[src/rtl/adccc_defs.svh]
// Register offsets, field positions, reset values and timing counts of the converter control
`ifndef ADCCC_DEFS_SVH
`define ADCCC_DEFS_SVH
`define ADCCC_OFS_PRESCALE 8'hF2
`define ADCCC_OFS_CONTROL 8'hF3
`define ADCCC_OFS_RESULT_LOW 8'hF4
`define ADCCC_OFS_RESULT_HIGH 8'hF5
`define ADCCC_OFS_PIN_SELECT 8'hF6
`define ADCCC_RST_PRESCALE 5'h00
`define ADCCC_RST_CONTROL 7'h00
`define ADCCC_RST_PIN_SELECT 8'h00
`define ADCCC_BIT_QUIET 6
`define ADCCC_BIT_POWER 5
`define ADCCC_BIT_DONE 4
`define ADCCC_BIT_GO 3
`define ADCCC_SEL_MSB 2
`define ADCCC_SEL_LSB 0
`define ADCCC_DIV_ZERO_HALF 6'h20
`define ADCCC_CONV_PERIODS 4'hB
`define ADCCC_SETUP_TIME_NS 4000
`define ADCCC_CLK_PERIOD_NS 25
`define ADCCC_SETUP_CYCLES ((`ADCCC_SETUP_TIME_NS + `ADCCC_CLK_PERIOD_NS - 1) / `ADCCC_CLK_PERIOD_NS)
`endif

[src/rtl/adccc_pkg.sv]
// Types of the converter control block
package adccc_pkg;
  typedef enum logic [1:0] {
    ADCCC_IDLE = 2'h0,
    ADCCC_SAMPLE = 2'h1,
    ADCCC_RESOLVE = 2'h3
  } adccc_state_type;
endpackage

[src/rtl/adccc_top.sv]
// Conversion control for the 10-bit multiplexed analog-to-digital converter
//
// Overview of operation
// - Three-bit select field routes one of eight analog inputs to the converter.
// - Writing the go bit starts one conversion; hardware clears it when done.
// - Done flag sets when result ready; only software clears it.
// - Interrupt requested while done flag and interrupt enable are both set.
// - Quiet bit at start halts the processor during conversion; peripherals keep running.
// - The end of a quiet conversion wakes the processor, whether or not the done interrupt is enabled.
// - Other interrupts arriving during a quiet conversion wait until it ends.
// - Standard conversion gives 8 significant bits; quiet conversion gives 10.
// - Power bit enables converter; clear puts it in standby, no conversion.
// - A conversion takes 11 converter clocks: one sample, ten bit decisions.
// - Straight binary coding, saturating at 3FF in quiet conversion (3FC in standard) and 000.
// - Prescale field zero divides by 64, otherwise by twice its value.
// - Each pin select bit dedicates its port pin to analog input.
// - Result bits 9..2 in high register, bits 1..0 in low register.
`timescale 1ns/10ps
`include "adccc_defs.svh"
module adccc_top
  import adccc_pkg::*;
#(
  parameter int RES_WIDTH = 10,
  parameter int STD_BITS = 8,
  parameter int CHANNELS = 8,
  parameter int DIV_WIDTH = 5
) (
  // Clock and reset
  input wire logic clk_in,
  input wire logic reset_in,
  // Special function register access
  input wire logic [7:0] sfr_addr_in,
  input wire logic [7:0] sfr_wdata_in,
  input wire logic sfr_wr_in,
  input wire logic sfr_rd_in,
  output logic [7:0] sfr_rdata_out,
  output logic sfr_hit_out,
  // Interrupt system
  input wire logic conversion_irq_enable_in,
  input wire logic [7:0] other_irq_pending_in,
  output logic conversion_irq_out,
  output logic [7:0] other_irq_gated_out,
  output logic cpu_halt_out,
  // Analog front end
  output logic [2:0] input_select_field_out,
  output logic converter_power_out,
  output logic [7:0] pin_analog_bits_out,
  output logic sample_hold_out,
  output logic [RES_WIDTH-1:0] trial_code_out,
  input wire logic comparator_in
);
  import adccc_pkg::*;

  // ----------------------------------------
  // Registers
  // ----------------------------------------
  adccc_state_type state_ff;
  adccc_state_type nxt_state;
  logic [DIV_WIDTH-1:0] clock_divide_field_ff;
  logic [7:0] analog_pin_select_reg_ff;
  logic quiet_ff;
  logic power_ff;
  logic done_ff;
  logic go_ff;
  logic [2:0] select_ff;
  logic quiet_run_ff;
  logic [RES_WIDTH-1:0] sar_ff;
  logic [RES_WIDTH-1:0] nxt_sar;
  logic [3:0] bit_idx_ff;
  logic [3:0] nxt_bit_idx;
  logic [RES_WIDTH-1:0] result_ff;
  logic cmp_meta_ff;
  logic cmp_sync_ff;

  // ----------------------------------------
  // Decode
  // ----------------------------------------
  wire wr_ctl = sfr_wr_in && (sfr_addr_in == `ADCCC_OFS_CONTROL);
  wire wr_prs = sfr_wr_in && (sfr_addr_in == `ADCCC_OFS_PRESCALE);
  wire wr_pin = sfr_wr_in && (sfr_addr_in == `ADCCC_OFS_PIN_SELECT);
  wire tick;
  wire busy = (state_ff != ADCCC_IDLE);
  wire last_bit = (state_ff == ADCCC_RESOLVE) && tick && (bit_idx_ff == 4'h0);
  // Start needs power; standby ignores the go request
  wire start = go_ff && power_ff && !busy && (state_ff == ADCCC_IDLE);
  wire [RES_WIDTH-1:0] trial = sar_ff | (RES_WIDTH'(1) << bit_idx_ff);
  wire [RES_WIDTH-1:0] std_mask = {{STD_BITS{1'b1}}, {(RES_WIDTH-STD_BITS){1'b0}}};
  // Standard mode keeps only the upper significant bits
  wire [RES_WIDTH-1:0] final_code = quiet_run_ff ? nxt_sar : (nxt_sar & std_mask);
  wire [7:0] ctl_read = {1'b0, quiet_ff, power_ff, done_ff, go_ff, select_ff};

  adccc_prescaler #(
    .DIV_WIDTH(DIV_WIDTH)
  ) u_prescaler (
    .clk_in(clk_in),
    .reset_in(reset_in),
    .run_in(power_ff && busy),
    .divide_in(clock_divide_field_ff),
    .tick_out(tick)
  );

  // ----------------------------------------
  // Conversion sequencer
  // ----------------------------------------
  // One sample period then one decision per bit, 11 converter clocks total
  always_comb begin
    nxt_state = state_ff;
    nxt_sar = sar_ff;
    nxt_bit_idx = bit_idx_ff;
    unique case (state_ff)
      ADCCC_IDLE: begin
        if (start) begin
          nxt_state = ADCCC_SAMPLE;
          nxt_sar = '0;
          nxt_bit_idx = 4'(RES_WIDTH - 1);
        end
      end
      ADCCC_SAMPLE: begin
        if (tick) begin
          nxt_state = ADCCC_RESOLVE;
        end
      end
      ADCCC_RESOLVE: begin
        if (tick) begin
          // Comparator high keeps the trial bit; saturates naturally at ends
          nxt_sar = cmp_sync_ff ? trial : sar_ff;
          nxt_bit_idx = bit_idx_ff - 4'h1;
          if (bit_idx_ff == 4'h0) begin
            nxt_state = ADCCC_IDLE;
          end
        end
      end
      default: begin
        nxt_state = ADCCC_IDLE;
      end
    endcase
    if (!power_ff) begin
      nxt_state = ADCCC_IDLE;
    end
  end

  always_ff @(posedge clk_in) begin
    if (reset_in) begin
      state_ff <= ADCCC_IDLE;
      sar_ff <= '0;
      bit_idx_ff <= '0;
      cmp_meta_ff <= 1'b0;
      cmp_sync_ff <= 1'b0;
    end else begin
      state_ff <= nxt_state;
      sar_ff <= nxt_sar;
      bit_idx_ff <= nxt_bit_idx;
      // Comparator is analog-side, so synchronise before use
      // Limitation: the two-cycle lag means divide-by-two decisions see the previous trial
      cmp_meta_ff <= comparator_in;
      cmp_sync_ff <= cmp_meta_ff;
    end
  end

  // ----------------------------------------
  // Control and configuration registers
  // ----------------------------------------
  always_ff @(posedge clk_in) begin
    if (reset_in) begin
      clock_divide_field_ff <= `ADCCC_RST_PRESCALE;
      analog_pin_select_reg_ff <= `ADCCC_RST_PIN_SELECT;
      {quiet_ff, power_ff, done_ff, go_ff, select_ff} <= `ADCCC_RST_CONTROL;
      quiet_run_ff <= 1'b0;
      result_ff <= '0;
    end else begin
      if (wr_prs) begin
        clock_divide_field_ff <= sfr_wdata_in[DIV_WIDTH-1:0];
      end
      if (wr_pin) begin
        analog_pin_select_reg_ff <= sfr_wdata_in;
      end
      if (wr_ctl) begin
        quiet_ff <= sfr_wdata_in[`ADCCC_BIT_QUIET];
        power_ff <= sfr_wdata_in[`ADCCC_BIT_POWER];
        select_ff <= sfr_wdata_in[`ADCCC_SEL_MSB:`ADCCC_SEL_LSB];
      end
      // Go may be set by software but is only cleared by hardware
      if (last_bit || !power_ff) begin
        go_ff <= 1'b0;
      end else if (wr_ctl && sfr_wdata_in[`ADCCC_BIT_GO]) begin
        go_ff <= 1'b1;
      end
      // Set wins over a software clear in the same cycle
      if (last_bit) begin
        done_ff <= 1'b1;
      end else if (wr_ctl && !sfr_wdata_in[`ADCCC_BIT_DONE]) begin
        done_ff <= 1'b0;
      end
      if (start) begin
        quiet_run_ff <= quiet_ff;
      end else if (!busy) begin
        quiet_run_ff <= 1'b0;
      end
      if (last_bit) begin
        result_ff <= final_code;
      end
    end
  end

  // ----------------------------------------
  // Outputs
  // ----------------------------------------
  assign input_select_field_out = select_ff;
  assign converter_power_out = power_ff;
  assign pin_analog_bits_out = analog_pin_select_reg_ff;
  assign sample_hold_out = (state_ff == ADCCC_SAMPLE);
  assign trial_code_out = trial;
  assign conversion_irq_out = done_ff && conversion_irq_enable_in;
  // Processor halted through the whole quiet conversion; the sequencer returning to idle releases it
  assign cpu_halt_out = quiet_run_ff && busy;
  // Other requests are held back while the processor is halted
  assign other_irq_gated_out = cpu_halt_out ? 8'h00 : other_irq_pending_in;

  wire hit_ctl = (sfr_addr_in == `ADCCC_OFS_CONTROL);
  wire hit_prs = (sfr_addr_in == `ADCCC_OFS_PRESCALE);
  wire hit_pin = (sfr_addr_in == `ADCCC_OFS_PIN_SELECT);
  wire hit_hi = (sfr_addr_in == `ADCCC_OFS_RESULT_HIGH);
  wire hit_lo = (sfr_addr_in == `ADCCC_OFS_RESULT_LOW);
  assign sfr_hit_out = sfr_rd_in && (hit_ctl || hit_prs || hit_pin || hit_hi || hit_lo);
  assign sfr_rdata_out = !sfr_rd_in ? 8'h00 :
                         hit_ctl ? ctl_read :
                         hit_prs ? {{(8-DIV_WIDTH){1'b0}}, clock_divide_field_ff} :
                         hit_pin ? analog_pin_select_reg_ff :
                         hit_hi ? result_ff[RES_WIDTH-1:RES_WIDTH-8] :
                         hit_lo ? {6'h00, result_ff[1:0]} : 8'h00;
endmodule // adccc_top

[src/rtl/adccc_prescaler.sv]
// Converter clock tick generator from the peripheral clock
`timescale 1ns/10ps
`include "adccc_defs.svh"
module adccc_prescaler #(
  parameter int DIV_WIDTH = 5
) (
  // Clock and reset
  input wire logic clk_in,
  input wire logic reset_in,
  // Control
  input wire logic run_in,
  input wire logic [DIV_WIDTH-1:0] divide_in,
  // Tick
  output logic tick_out
);
  logic [DIV_WIDTH:0] cnt_ff;
  logic [DIV_WIDTH:0] nxt_cnt;
  wire [DIV_WIDTH:0] last_count;
  wire wrap;
  // Zero divides by 64; tick every 2*field cycles otherwise
  // Terminal count kept explicit so the 64 case never relies on a shift overflowing
  assign last_count = (divide_in == '0) ? (DIV_WIDTH+1)'((2 * `ADCCC_DIV_ZERO_HALF) - 1)
                                        : ({divide_in, 1'b0} - (DIV_WIDTH+1)'(1));
  assign wrap = (cnt_ff >= last_count);
  assign nxt_cnt = (!run_in || wrap) ? '0 : cnt_ff + (DIV_WIDTH+1)'(1);
  assign tick_out = run_in && wrap;
  always_ff @(posedge clk_in) begin
    if (reset_in) begin
      cnt_ff <= '0;
    end else begin
      cnt_ff <= nxt_cnt;
    end
  end
endmodule // adccc_prescaler

[config.mk]
export PLATFORM = sky130hd
export DESIGN_NAME = adccc_top
export DESIGN_NICKNAME = d
export VERILOG_FILES = /design/src/rtl/adccc_pkg.sv /design/src/rtl/adccc_top.sv /design/src/rtl/adccc_prescaler.sv
export VERILOG_INCLUDE_DIRS = /design/src /design/src/rtl
export SDC_FILE = /design/constraint.sdc
export NUM_CORES = 1
export LEC_CHECK = 0
export ABC_CLOCK_PERIOD_IN_PS = 3800
export BUFFER_PORTS_ARGS = -buffer_cell sky130_fd_sc_hd__buf_2
export CORE_ASPECT_RATIO = 1.25
export CORE_MARGIN = 4
export CORE_UTILIZATION = 25
export CTS_CLUSTER_DIAMETER = 100
export DETAILED_ROUTE_END_ITERATION = 8
export GPL_TIMING_DRIVEN = 0
export MAX_ROUTING_LAYER = met4
export SYNTH_ARGS = -nofsm -noshare
export SYNTH_HDL_FRONTEND = slang
export SYNTH_SLANG_ARGS = --single-unit
[constraint.sdc]
create_clock -name clk_in -period 3.8 [get_ports clk_in]
set_input_delay 0.38 -clock clk_in [delete_from_list [all_inputs] [get_ports clk_in]]
set_output_delay 0.38 -clock clk_in [all_outputs]
set_load 0.01 [all_outputs]
==> flow_summary.yaml <==
cts:
  cts.path.max_buffers: 2
  cts_sinks: 55
  root_buffer: "clkbuf_16"
  post_cts_resize_count: 0
  clock_latency_ns: 0.30
  cts_buffers: 5
  cts_hold_buf: 0
  clk_pin_slew_ns: 0.08
  cts_tree: "yes"
  htree_levels: 2
  post_cts_buffers: 0
placed_design:
  gp_congestion: 0.905
  place_ws_ns: 1.13
  port_buffers: 70
  dp_hpwl_um: 6640
logic_synthesis:
  syn_inst: 347
  synth_top_area_frac: 0.367
  yosys-top-cells-area: "dfxtp_1, ha_1, a21oi_1, nand2_1, mux2i_1"
  synth.most_common_cell: "dfxtp_1"
  synth_top_cell_by_area: "dfxtp_1"
  avgSynthCellArea_um2: 8.64
  yosysWarnings: 0
  seq_area_frac_synth: 0.367
  yosys-top-cells-count: "dfxtp_1, nand2_1, nor2_1, a21oi_1, nand3_1"
  synth_nets: 392
  synth_flop_cell: "dfxtp_1"
  ys_seq_elements: 55
  synthArstFlopShare: 0
  syn_area_um2: 3000
  ys_types: 59
  synth_edf_count: 0
sta:
  whs_ns: 0.292
  max_freq_ghz: 0.376
  worst_slew_pin_slew_ns: 0.687
  slew_headroom: 0.540
  slew_violations: 0
  fin_crit_sh: 0.701
  setup_tns_ns: 0
  setup_violations: 0
  hold_violations: 0
  setup_ws_ns: 1.14
  finalCriticalPeriod_ns: 2.66
  rsz0062_at_grt: "no"
  fin_skew_ns: 0.00975
critical_path:
  slowest_stage: "o211ai_1"
  r2r_start: "clock_divide_field_ff[0]"
  path_cells: "inv_1 > ha_1 > nor2b_1 > a21oi_1 > nor3_1 > a21oi_1 > ha_1 > nand4_1 > o22ai_2 > o211ai_1 > nand2_1 > a21oi_1"
  r2r_cells: 12
  critPathArrivalTime_ns: 2.89
  end_kind: "flop"
  path_max_fanout: 8
  cp.required_ns: 4.03
  r2r_slack_ns: 1.14
  rr_endpoint: "result_ff[7]"
  cpPeakStageDelay_ns: 0.60
  setup.worst_path.class: "flop to flop"
  crit_path_start: "clock_divide_field_ff[0]"
  crit_top_cell: "a21oi_1"
  cp-start-kind: "flop"
hold_path:
  holdPathStages: 2
  min_from: "comparator_in"
  hold_class: "input pin to flop"
  hold_end: "cmp_meta_ff"
die:
  chipWidth_um: 106
  core_area_um2: 11700
  ioPinCount: 72
  dieArea_um2: 13800
  start_util: 0.257
  die_h_um: 130
  rows: 44
layout:
  n_fill_cell: 1269
  drive_above_1_share: 0.252
  layout.nets: 469
  synthToLayoutAreaGrowth_pct: 23.5
  n_antenna_cell: 0
route:
  route.top_layer_used: "met4"
  num_vias: 2783
  wl_met1_um: 3770
  routedWlPerCell_um: 14.4
  route.detailed.drc: 0
  vias_per_cell: 4.75
  wl_met3_um: 390
  wl_met2_um: 4120
  routed_wl_um: 8440
  dr.pass1.iters: 4
  first_iter_violations: 83
  drtAntennaViolNets: 0
status:
  status: "finished, final reports clean"
grt:
  track_usage: 0.125
  grt_pass1_vias: 2811
  grt_start_max_net_pins: 20
  grt_overflow: 0
  grt_pass1_wl_um: 13600
  antenna_found_initial: 0
run:
  drv_cap: 0
power_and_ir_drop:
  p_per_area_nw_per_um2: 302
  p_leak_nw: 1.63
  ir_drop_v: 0.000148
[cells by family after synthesis]
family,synth area share
xor+xnor,0.0205
compound gates,0.200
buf+inv,0.0514
fa+ha+maj,0.0626
mux,0.0514
flops,0.367
simple gates,0.247
[worst max-delay path by stage]
stage,cells after the start,endpoint
2_1_floorplan,12,u_prescaler.cnt_ff[2]
3_3_place_gp,12,result_ff[8]
3_5_place_dp,12,result_ff[7]
4_1_cts,12,result_ff[7]
5_1_grt,12,result_ff[6]
6_report,12,result_ff[7]
[power breakdown]
group | switching, W | total, W | leakage, nW | internal [W]
Combinational | 0.0000346 | 0.0000585 | 1.11 | 0.0000239
Sequential | 0.000000601 | 0.000577 | 0.443 | 0.000577
Clock | 0.000232 | 0.000484 | 0.0759 | 0.000252
[metrics by stage]
stage          power (W)  instances  cell area [um2]  utilization
2_1_floorplan   0.000616        347             3000            -
3_3_place_gp    0.000649        578             3550        0.304
3_5_place_dp    0.000650        578             3550        0.304
4_1_cts          0.00113        586             3700        0.317
5_1_grt          0.00116        586             3700        0.317
6_report         0.00112        586             3700        0.317
[metal layers]
| layer | up-vias | global-route usage |
|---|---|---|
| met1 | 1307 | 0.150 |
| met4 | 0 | 0.0396 |
| met3 | 14 | 0.0241 |
| met5 | - | - |
| met2 | 71 | 0.214 |
| li1 | 1391 | - |
[layout by cell type (no fill, tap or decap), types with 5 or more instances in the layout]
| master | netlist | routed |
|---|---|---|
| a21boi_0 | 6 | 6 |
| a21o_1 | 11 | 11 |
| a21oi_1 | 30 | 30 |
| a22oi_1 | 6 | 6 |
| and2_1 | 9 | 9 |
| buf_2 | 6 | 76 |
| clkbuf_1 | 8 | 8 |
| clkbuf_16 | 0 | 5 |
| dfxtp_1 | 55 | 55 |
| ha_1 | 15 | 15 |
| inv_1 | 9 | 9 |
| mux2i_1 | 12 | 12 |
| nand2_1 | 34 | 34 |
| nand3_1 | 22 | 22 |
| nand4_1 | 11 | 11 |
| nor2_1 | 32 | 32 |
| nor2b_1 | 6 | 6 |
| o21ai_0 | 7 | 7 |
[cell type report]
type	count	area, um2	area share
Multi-Input combinational cell	263	1740	0.470
Clock inverter	3	28.8	0.00777
Tap cell	161	201	0.0544
Clock buffer	5	125	0.0338
Buffer	20	120	0.0324
Sequential cell	55	1100	0.297
Inverter	9	33.8	0.00912
Timing Repair Buffer	70	350	0.0946
[worst max-delay path: cells and delay by family (launching register included)]
kind | cells | cell delay (ns)
fa+ha+maj | 2 | 0.51
compound gates | 5 | 1.19
flops | 1 | 0.39
simple gates | 4 | 0.41
buf+inv | 1 | 0.09
[flip-flops by register name, summed over array words and instances, names as in the netlist]
signal / flops
result_ff: 10
sar_ff: 10
pin_analog_bits_out: 8
u_prescaler.cnt_ff: 6
clock_divide_field_ff: 5
bit_idx_ff: 4
input_select_field_out: 3
state_ff: 2
cmp_meta_ff: 1
cmp_sync_ff: 1
converter_power_out: 1
done_ff: 1
go_ff: 1
quiet_ff: 1
quiet_run_ff: 1
(Power assumes the default switching activity.)
